## src/rtl/lowside_switch_pkg.sv

```systemverilog
// Constants shared by the low-side switch serial control logic.
package lowside_switch_pkg;
    localparam int          CHANNELS        = 8;
    localparam int          SERIAL_CHANNELS = 6;
    localparam int          FRAME_BITS      = 8;
    localparam logic [2:0]  BIT_COUNT_LAST  = 3'h7;
    localparam logic [2:0]  BIT_COUNT_RESET = 3'h0;
    localparam logic [7:0]  SHIFT_RESET     = 8'h00;
    localparam logic [7:0]  COMMAND_RESET   = 8'h00;
    localparam logic [7:0]  STATUS_ALL_ONES = 8'hff;
    localparam logic [5:0]  SERIAL_MASK     = 6'h3f;
    localparam logic [1:0]  SYNC_RESET      = 2'h0;
    localparam logic [1:0]  SYNC_IDLE_HIGH  = 2'h3;
    localparam logic [7:0]  GATE_RESET      = 8'h00;
    localparam logic [28:0] PIN_SYNC_RESET  = 29'h0000000;
endpackage

```

## src/rtl/lowside_switch_serial_control.sv

```systemverilog
// Serial command, status return and output gating of an eight-channel low-side switch.

// Notes on behaviour
// - Eight-bit frames, most significant bit first.
// - Command one is on; status one is fault.
// - Active gate drives switch output low.
// - Low parallel input is inactive; on channels 0 to 5 output high unless the channel's serial command bit is one.
// - Second byte of a frame echoes previous command bits.
// - Shift next status bit after falling clock.
// - Drive serial output once select falls, unless mode is high.
// - Release serial output after select rises.
// - Serial bit OR parallel pin on channels 0 to 5; parallel pin only on 6 and 7.
// - Mode high: pair pins drive channel pairs.
// - Over-voltage latches all outputs off.
// - Status most significant bit reports channel seven.
module lowside_switch_serial_control
(
    // Clock and reset.
    input  wire logic       clk,
    input  wire logic       reset_n,
    input  wire logic       clockEnable,
    // Serial link pins.
    input  wire logic       serialClock,
    input  wire logic       chipSelect_n,
    input  wire logic       serialIn,
    output logic            serialOut,
    output logic            serialOutEnable,
    // Parallel and mode pins.
    input  wire logic [7:0] parallel_channel_inputs,
    input  wire logic       pair_input_ch0_ch1,
    input  wire logic       pair_input_ch2_ch3,
    input  wire logic       pair_input_ch4_ch5,
    input  wire logic       modeOverride,
    // Protection and sensing.
    input  wire logic       overVoltage,
    input  wire logic       overVoltageClear,
    input  wire logic [7:0] outputShorted,
    input  wire logic [7:0] outputOpenOrGround,
    // Gates, switch outputs and latched command.
    output logic [7:0]      gateDrive,
    output logic [7:0]      switch_outputs,
    output logic [7:0]      commandLatched
);

    ////////////////////////////////////////////////////////////////////////////
    // Pin synchronisers; only the second stage is read by logic.
    logic [1:0] sclkSync;
    logic [1:0] csSync;
    logic [1:0] siSync;
    logic [1:0] modeSync;
    logic       sclkLast;

    always_ff @(posedge clk or negedge reset_n)
    begin
        if (!reset_n)
        begin
            sclkSync <= lowside_switch_pkg::SYNC_RESET;
            csSync   <= lowside_switch_pkg::SYNC_IDLE_HIGH;
            siSync   <= lowside_switch_pkg::SYNC_RESET;
            modeSync <= lowside_switch_pkg::SYNC_RESET;
            sclkLast <= 1'b0;
        end
        else if (clockEnable)
        begin
            sclkSync <= {sclkSync[0], serialClock};
            csSync   <= {csSync[0], chipSelect_n};
            siSync   <= {siSync[0], serialIn};
            modeSync <= {modeSync[0], modeOverride};
            sclkLast <= sclkSync[1];
        end
    end

    // Level pins are synchronised too; two cycles are far below their own timing.
    logic [28:0] pinMeta;
    logic [28:0] pinSync;
    logic [7:0]  parallelSync;
    logic [2:0]  pairSync;
    logic        ovSync;
    logic        ovClearSync;
    logic [7:0]  shortedSync;
    logic [7:0]  openSync;

    always_ff @(posedge clk or negedge reset_n)
    begin
        if (!reset_n)
        begin
            pinMeta <= lowside_switch_pkg::PIN_SYNC_RESET;
            pinSync <= lowside_switch_pkg::PIN_SYNC_RESET;
        end
        else if (clockEnable)
        begin
            pinMeta <= {outputOpenOrGround, outputShorted, overVoltageClear, overVoltage,
                        pair_input_ch4_ch5, pair_input_ch2_ch3, pair_input_ch0_ch1,
                        parallel_channel_inputs};
            pinSync <= pinMeta;
        end
    end
    assign {openSync, shortedSync, ovClearSync, ovSync, pairSync, parallelSync} = pinSync;

    logic sclkRise;
    logic sclkFall;
    logic selected;
    logic modeHigh;
    logic csLast;
    logic csRise;
    logic csFall;
    assign sclkRise = sclkSync[1] & ~sclkLast;
    assign sclkFall = ~sclkSync[1] & sclkLast;
    assign selected = ~csSync[1];
    assign modeHigh = modeSync[1];
    assign csRise   = csSync[1] & ~csLast;
    assign csFall   = ~csSync[1] & csLast;

    always_ff @(posedge clk or negedge reset_n)
    begin
        if (!reset_n)
            csLast <= 1'b1;
        else if (clockEnable)
            csLast <= csSync[1];
    end

    ////////////////////////////////////////////////////////////////////////////
    // Fault capture and shift register.
    logic [7:0] faultStatus;
    logic [7:0] shiftReg;
    logic [7:0] echoReg;
    logic [7:0] commandReg;
    logic [2:0] bitCount;
    logic       echoPhase;

    always_comb
    begin
        for (int i = 0; i < lowside_switch_pkg::CHANNELS; i++)
            faultStatus[i] = gateDrive[i] ? shortedSync[i] : openSync[i];
    end

    // Serial output drives the most significant bit, so channel seven comes first.
    // MSB first shifting
    always_ff @(posedge clk or negedge reset_n)
    begin
        if (!reset_n)
        begin
            shiftReg  <= lowside_switch_pkg::SHIFT_RESET;
            echoReg   <= lowside_switch_pkg::SHIFT_RESET;
            bitCount  <= lowside_switch_pkg::BIT_COUNT_RESET;
            serialOut <= 1'b0;
            echoPhase <= 1'b0;
        end
        else if (clockEnable)
        begin
            if (csFall)
            begin
                shiftReg  <= modeHigh ? lowside_switch_pkg::STATUS_ALL_ONES : faultStatus;
                serialOut <= modeHigh ? 1'b1 : faultStatus[7];
                echoReg   <= modeHigh ? lowside_switch_pkg::STATUS_ALL_ONES : commandReg;
                bitCount  <= lowside_switch_pkg::BIT_COUNT_RESET;
                echoPhase <= 1'b0;
            end
            else if (selected && sclkRise)
            begin
                shiftReg <= {shiftReg[6:0], siSync[1]};
            end
            else if (selected && sclkFall)
            begin
                bitCount <= bitCount + 3'h1;
                if (bitCount == lowside_switch_pkg::BIT_COUNT_LAST && !echoPhase)
                begin
                    // A second byte in the same frame returns the previous command.
                    echoPhase <= 1'b1;
                    serialOut <= echoReg[7];
                    echoReg   <= {echoReg[6:0], 1'b0};
                end
                else if (echoPhase)
                begin
                    serialOut <= echoReg[7];
                    echoReg   <= {echoReg[6:0], 1'b0};
                end
                else
                    serialOut <= shiftReg[7];
            end
        end
    end

    // mode also tri-states, pull-up reads ones
    assign serialOutEnable = selected & ~modeHigh;

    ////////////////////////////////////////////////////////////////////////////
    // Command latch on the rising edge of select; mode still reads the data.
    // latched command kept for echo
    always_ff @(posedge clk or negedge reset_n)
    begin
        if (!reset_n)
            commandReg <= lowside_switch_pkg::COMMAND_RESET;
        else if (clockEnable && csRise)
            commandReg <= shiftReg;
    end
    assign commandLatched = commandReg;

    ////////////////////////////////////////////////////////////////////////////
    // Over-voltage latch; held until cleared, since the outputs must stay off.
    logic ovLatched;
    always_ff @(posedge clk or negedge reset_n)
    begin
        if (!reset_n)
            ovLatched <= 1'b0;
        else if (clockEnable)
        begin
            if (ovSync)
                ovLatched <= 1'b1;
            else if (ovClearSync)
                ovLatched <= 1'b0;
        end
    end

    ////////////////////////////////////////////////////////////////////////////
    // Gate selection per channel.
    logic [7:0] next_gate;

    genvar ch;
    generate
        for (ch = 0; ch < lowside_switch_pkg::CHANNELS; ch++)
        begin : gen_gate
            if (ch < lowside_switch_pkg::SERIAL_CHANNELS)
            begin : gen_serial
                assign next_gate[ch] = ovLatched ? 1'b0 : modeHigh ? pairSync[ch / 2]
                    : (commandReg[ch] | parallelSync[ch]);
            end
            else
            begin : gen_parallel
                assign next_gate[ch] = ~ovLatched & ~modeHigh & parallelSync[ch];
            end
        end
    endgenerate

    always_ff @(posedge clk or negedge reset_n)
    begin
        if (!reset_n)
            gateDrive <= lowside_switch_pkg::GATE_RESET;
        else if (clockEnable)
            gateDrive <= next_gate;
    end

    assign switch_outputs = ~gateDrive;

    ////////////////////////////////////////////////////////////////////////////
    // Checks.
    a_ov_gates_off: assert property (@(posedge clk) disable iff (!reset_n)
        clockEnable && ovLatched |=> gateDrive == 8'h00)
        else $error("Gate active after over-voltage latch.");
    a_output_inverse: assert property (@(posedge clk) disable iff (!reset_n)
        clockEnable |=> switch_outputs == ~$past(next_gate))
        else $error("Switch output not inverse of gate.");
    a_so_released: assert property (@(posedge clk) disable iff (!reset_n)
        $past(clockEnable) && $past(clockEnable, 2) && $past(chipSelect_n, 2)
        |-> !serialOutEnable)
        else $error("Serial output driven while deselected.");
    a_so_driven: assert property (@(posedge clk) disable iff (!reset_n)
        $past(reset_n) && $past(reset_n, 2) && $past(clockEnable) && $past(clockEnable, 2)
        && !$past(chipSelect_n, 2) && !$past(modeOverride, 2) |-> serialOutEnable)
        else $error("Serial output not driven while selected.");
    a_command_latch: assert property (@(posedge clk) disable iff (!reset_n)
        clockEnable && csRise |=> commandReg == $past(shiftReg))
        else $error("Command not latched at end of frame.");
    a_mode_ones: assert property (@(posedge clk) disable iff (!reset_n)
        clockEnable && csFall && modeHigh |=> serialOut && shiftReg == 8'hff)
        else $error("Status not all ones under mode.");
    a_or_combine: assert property (@(posedge clk) disable iff (!reset_n)
        clockEnable && !ovLatched && !modeHigh && parallelSync[0]
        |=> gateDrive[0])
        else $error("Parallel input did not turn channel on.");
    a_pair_drive: assert property (@(posedge clk) disable iff (!reset_n)
        clockEnable && !ovLatched && modeHigh |=> gateDrive[5:4] == {2{$past(pairSync[2])}})
        else $error("Pair pin did not drive its channels.");
    a_msb_first: assert property (@(posedge clk) disable iff (!reset_n)
        clockEnable && csFall && !modeHigh |=> serialOut == $past(faultStatus[7]))
        else $error("First status bit is not channel seven.");
    a_shift_in: assert property (@(posedge clk) disable iff (!reset_n)
        clockEnable && selected && sclkRise && !csFall |=> shiftReg[0] == $past(siSync[1]))
        else $error("Serial input not sampled on rising edge.");

endmodule

```

## config.mk

```make
export PLATFORM = sky130hd
export DESIGN_NAME = lowside_switch_serial_control
export DESIGN_NICKNAME = d
export VERILOG_FILES = /design/src/rtl/lowside_switch_pkg.sv /design/src/rtl/lowside_switch_serial_control.sv
export SDC_FILE = /design/constraint.sdc
export NUM_CORES = 1
export LEC_CHECK = 0
export BUFFER_PORTS_ARGS = -buffer_cell sky130_fd_sc_hd__buf_2
export CAP_MARGIN = 20
export CORE_MARGIN = 2
export CORE_UTILIZATION = 59
export CTS_BUF_LIST = sky130_fd_sc_hd__clkbuf_8
export CTS_CLUSTER_SIZE = 16
export DETAILED_ROUTE_END_ITERATION = 8
export MAX_ROUTING_LAYER = met4
export PLACE_DENSITY_LB_ADDON = 0.25
export SLEW_MARGIN = 30
export SYNTH_ARGS = -nofsm -noshare
export SYNTH_HDL_FRONTEND = slang
export SYNTH_SLANG_ARGS = --single-unit
```

## constraint.sdc

```tcl
create_clock -name clk -period 2.6 [get_ports clk]
set_input_delay 0.52 -clock clk [delete_from_list [all_inputs] [get_ports clk]]
set_output_delay 0.52 -clock clk [all_outputs]
set_load 0.02 [all_outputs]
```

# --- After elaboration in Yosys (flattened, before gate mapping) ---
# Index checks and enable logic that the tools add are counted.
totals:
  ff_bits: 106
  latch_bits: 0
  ram_bits: 0
  mem_bits_ro: 0
  inputBits: 36
  wordCells: 99
  memories: 0
classes:
  add_sub_neg: 1
  multipliers: 0
  div: 0
  order_cmp: 0
  n_eq_ne: 2
  shift: 0
  mux: 44
  bitwise_logic: 21
  reduce_logical: 15
ops:
  columns: ["operator", "count"]
  rows:
  - ["8-bit 2-to-1 mux", 9]
  - ["1-bit 2-to-1 mux", 32]
  - ["3-bit 2-to-1 mux", 3]
  - ["1-bit AND", 8]
  - ["8-bit NOT", 1]
  - ["4-bit AND reduction", 2]
  - ["2-bit nonzero test", 4]
  - ["1-bit NOT", 6]
  - ["1-bit OR", 6]
  - ["1-bit logical AND", 4]
  - ["2-bit AND reduction", 2]
  - ["3-bit by 1-bit adder with 3-bit output (second input constant)", 1]
  - ["3-bit == test (second input constant)", 1]
  - ["3-bit AND reduction", 1]
  - ["3-bit nonzero test", 1]
  - ["2-bit inequality test (second input constant)", 1]
  - ["1-bit logical NOT", 1]

# --- Longest topological paths before layout ---
depth:
  word_depth: 6
  depth_mapped: 6
  ltp_nobuf: 5

# --- Worst setup path after synthesis ---
# OpenSTA, ideal clock, no wires.
synth_path:
  path_type: "reg-to-reg"
  startpoint: "reg bitCount[0]"
  endpoint: "reg echoReg[1]"
  arrival_time_ns: 1.706
  slack_ns: 0.769
  stages_incl_launch_ff: 7
  n_path_buf: 1
  synth_period_minus_slack_ns: 1.831
  cell_sequence: "dfrtp_1 ha_1 ha_1 or2_2 o221a_1 buf_6 mux2_4"
synth_between:
  elab_chain_len: 6
synth_lines:
  columns: ["element", "line_no", "source"]
  rows:
  - ["start: declaration", "lowside_switch_serial_control.sv:128", "logic [2:0] bitCount;"]
  - ["start signal: assignment", "lowside_switch_serial_control.sv:145", "bitCount <= lowside_switch_pkg::BIT_COUNT_RESET;"]
  - ["start signal: assignment", "lowside_switch_serial_control.sv:156", "bitCount <= lowside_switch_pkg::BIT_COUNT_RESET;"]
  - ["start signal: assignment", "lowside_switch_serial_control.sv:165", "bitCount <= bitCount + 3'h1;"]
  - ["3-bit == test (*)", "lowside_switch_serial_control.sv:166", "if (bitCount == lowside_switch_pkg::BIT_COUNT_LAST && !echoPhase)"]
  - ["1-bit logical AND (*)", "lowside_switch_serial_control.sv:166", null]
  - ["8-bit 2-to-1 mux", "lowside_switch_serial_control.sv:166", null]
  - ["8-bit 2-to-1 mux", "lowside_switch_serial_control.sv:163", "else if (selected && sclkFall)"]
  - ["8-bit 2-to-1 mux", "lowside_switch_serial_control.sv:159", "else if (selected && sclkRise)"]
  - ["8-bit 2-to-1 mux", "lowside_switch_serial_control.sv:151", "if (csFall)"]
  - ["end signal: assignment", "lowside_switch_serial_control.sv:155", "echoReg <= modeHigh ? lowside_switch_pkg::STATUS_ALL_ONES : commandReg;"]
  - ["end signal: assignment", "lowside_switch_serial_control.sv:171", "echoReg <= {echoReg[6:0], 1'b0};"]
  - ["end signal: assignment", "lowside_switch_serial_control.sv:176", "echoReg <= {echoReg[6:0], 1'b0};"]
  - ["end: declaration", "lowside_switch_serial_control.sv:126", "logic [7:0] echoReg;"]
# Mark *: on every way between the ends. The rest lies on a longest branch, timed or not. The select of a mux whose other input is x is not followed.
# A chain may end at the register's enable or synchronous reset.

# --- Worst setup path after layout ---
layout_path:
  startpoint: "reg bitCount[0]"
  endpoint: "reg echoReg[7]"
# Same word-level chain as after synthesis.

==> metrics.yaml <==
logic_synthesis:
  synth_seq_cells: 106
  syn_area_um2: 4450
  avgSynthCellArea_um2: 13.5
  synth_nets: 367
  ys.flop_type: "dfrtp_1"
  synthArstFlopShare_pct: 100
  ys_seq_area_share_pct: 59.7
  ys_types: 31
  synth_warnings: 0
  synthCells: 329
  synth_top_area_cell: "dfrtp_1"
  yosys-top-cells-area: "dfrtp_1, mux2_2, mux2i_1"
  synthDominantCellAreaShare_pct: 58.0
  synth_edf_count: 0
sta:
  period_minus_slack_ns: 2.01
  hold_violations: 0
  fin_worst_skew_ns: 0.00791
  finalSetupTns_ns: 0
  fmax_mhz: 499
  setup_viol: 0
  fin_crit_sh_pct: 77.1
  maxSlewViolCount: 0
  grt_setup_unrepaired: "false"
  slew_headroom_pct: 57.0
  worst_slack_ns: 0.595
  worst_slew_pin_slew_ns: 0.644
route:
  wl_um: 7590
  wl_per_cell_um: 15.5
  drtAntennaViolNets: 0
  dr_total_vias: 2643
  vias_per_cell: 5.38
  initialDrtViolationCount: 136
  drc: 0
  firstDrtPassIters: 4
worst_setup_path:
  crit_type: "register to register"
  r2r-end: "echoReg[7]"
  endpoint: "echoReg[7]"
  cp_cell_sequence: "ha_1 > ha_1 > or2_2 > o221a_1 > mux2_4"
  slowest_stage: "o221a_1"
  r2r-start: "bitCount[0]"
  crit_top_cell: "ha_1"
  crit_family: "compound AO/OA/AOI/OAI gates"
  critPathBufInv: 0
  crit_cells: 5
  required_ns: 2.85
  reg2reg_depth: 5
  slowest_delay_ns: 0.42
  cp-end-kind: "register"
  worstSetupStartpoint: "bitCount[0]"
  cp.arrival_ns: 2.26
  cp_max_fo: 8
  start_kind: "register"
  rrSetupSlack_ns: 0.59
placement:
  io_buffers: 61
  dp_slack_ns: 0.603
  place_hpwl_um: 5310
  gp_congestion: 0.777
  placedInstanceArea_um2: 4840
die:
  die_y_um: 90.8
  start_util_pct: 61.0
  die_w_um: 90.8
  coreArea_um2: 7290
  rows: 31
  die_area_um2: 8250
  io_pins: 62
clock_tree:
  root_buffer: "clkbuf_8"
  cts.sinks: 106
  cts_max_path_buffers: 2
  cts_tree: "built"
  cts-resized-gates: 0
  path_clk_slew_ns: 0.09
  htreeDepth: 3
  post_cts_buffers: 0
  numCtsBuffers: 9
  insertion_delay_ns: 0.36
  cts_hold_buf: 0
final_layout:
  finalNetCount: 426
  final_area_um2: 5030
  area_delta_synth_final_pct: 13.1
  utilization_pct: 69.0
  diodes: 0
  drive_gt1_share_pct: 43.9
worst_hold_path:
  hold_path.class: "primary input to async pin"
global_route:
  grt_pass1_vias: 2680
  grt_pass1_wl_um: 13200
  grt_max_degree: 84
  grt_overflow: 0
  grt_usage_pct: 20.8
  grt_antenna_before_repair: 0
power:
  powerDensity_nw_per_um2: 886
  p_leak_nw: 2.30
  ir_worst_vdd_mv: 0.486
status:
  status: "finished, final reports clean"
flow_run:
  maxCapViolations: 0
## area by class of cell
cell class / instances / area, um^2
Multi-Input combinational cell: 180 / 1590
Sequential cell: 106 / 2660
Tap cell: 99 / 124
Clock inverter: 6 / 67.6
Inverter: 25 / 93.8
Clock buffer: 9 / 124
Fill cell: 563 / 2260
Timing Repair Buffer: 66 / 373
## per-layer routing
layer | up-vias | track usage (%) | share of wire, %
met5 | - | - | 0
met4 | 0 | 4.67 | 1.1
met3 | 8 | 6.09 | 4.0
met2 | 46 | 31.3 | 47
met1 | 1326 | 28.4 | 48
li1 | 1263 | - | -
## layout by cell type (no fill, tap or decap), types with 3 or more instances in the layout
master	instances
dfrtp_1	103
mux2_2	78
buf_2	59
inv_1	25
o21ai_0	16
mux2i_1	16
o22ai_1	15
nand2_1	10
nor2_1	9
clkbuf_8	9
nor2b_1	6
nor3_1	6
mux2_4	6
buf_4	5
dfstp_2	3
## worst reg2reg max path, cell delays in order (launching register included)
cell     delay (ns)
dfrtp_1        0.41
ha_1           0.21
ha_1           0.20
or2_2          0.29
o221a_1        0.42
mux2_4         0.36
## cell usage after synthesis (2+ instances only)
library cell	count
dfrtp_1	103
mux2_2	78
inv_1	25
mux2i_1	16
o21ai_0	16
o22ai_1	15
nand2_1	10
buf_2	9
nor2_1	9
mux2_4	6
nor2b_1	6
nor3_1	6
clkbuf_1	4
buf_4	3
dfstp_2	3
buf_6	2
ha_1	2
nand3_1	2
o21a_1	2
## kinds of logic after synthesis
family                   after synthesis  share of synthesized area [%]
flip-flops                           106                           59.7
buffers and inverters                 43                           4.47
multiplexers                         100                           25.4
adder cells (fa/ha/maj)                2                          0.563
AO/OA/AOI/OAI                         39                           5.40
AND/OR/NAND/NOR                       39                           4.45
## flip-flops by register name, indices dropped and copies added (netlist names), 2 cells and up
register	cells
pinMeta	29
csSync	2
commandLatched	8
modeSync	2
echoReg	8
sclkSync	2
pinSync	29
siSync	2
gateDrive	8
shiftReg	8
bitCount	3
## power by group
| part | internal [mW] | total [mW] | switching [mW] | leakage (nW) |
|---|---|---|---|---|
| registers | 2.03 | 2.31 | 0.280 | 1.25 |
| logic | 0.569 | 1.16 | 0.591 | 0.962 |
| clock network | 0.443 | 0.985 | 0.542 | 0.0917 |
| total | 3.05 | 4.46 | 1.41 | 2.30 |
## worst min path at each step
| stage | endpoint | slack [ns] | cells past startpoint |
|---|---|---|---|
| 3_5_place_dp | pinSync[20] | 0.49 | 1 |
| 2_1_floorplan | bitCount[0] | 0.22 | 0 |
| 5_1_grt | pinMeta[24] | 0.23 | 1 |
| 4_1_cts | pinMeta[17] | 0.21 | 1 |
| 6_report | pinMeta[17] | 0.18 | 1 |
| 3_3_place_gp | modeSync[1] | 0.47 | 2 |
## metrics by stage
stage / hold slack, ns / cells / power [mW]
final: 0.181 / 491 / 4.46
after global routing: 0.226 / 491 / 4.73
after CTS: 0.205 / 491 / 4.50
after detailed placement: 0.491 / 476 / 3.52
after global placement: 0.471 / 476 / 3.46
after floorplan: 0.224 / 329 / 3.13
Note: power is estimated with default switching activity, not from simulation.
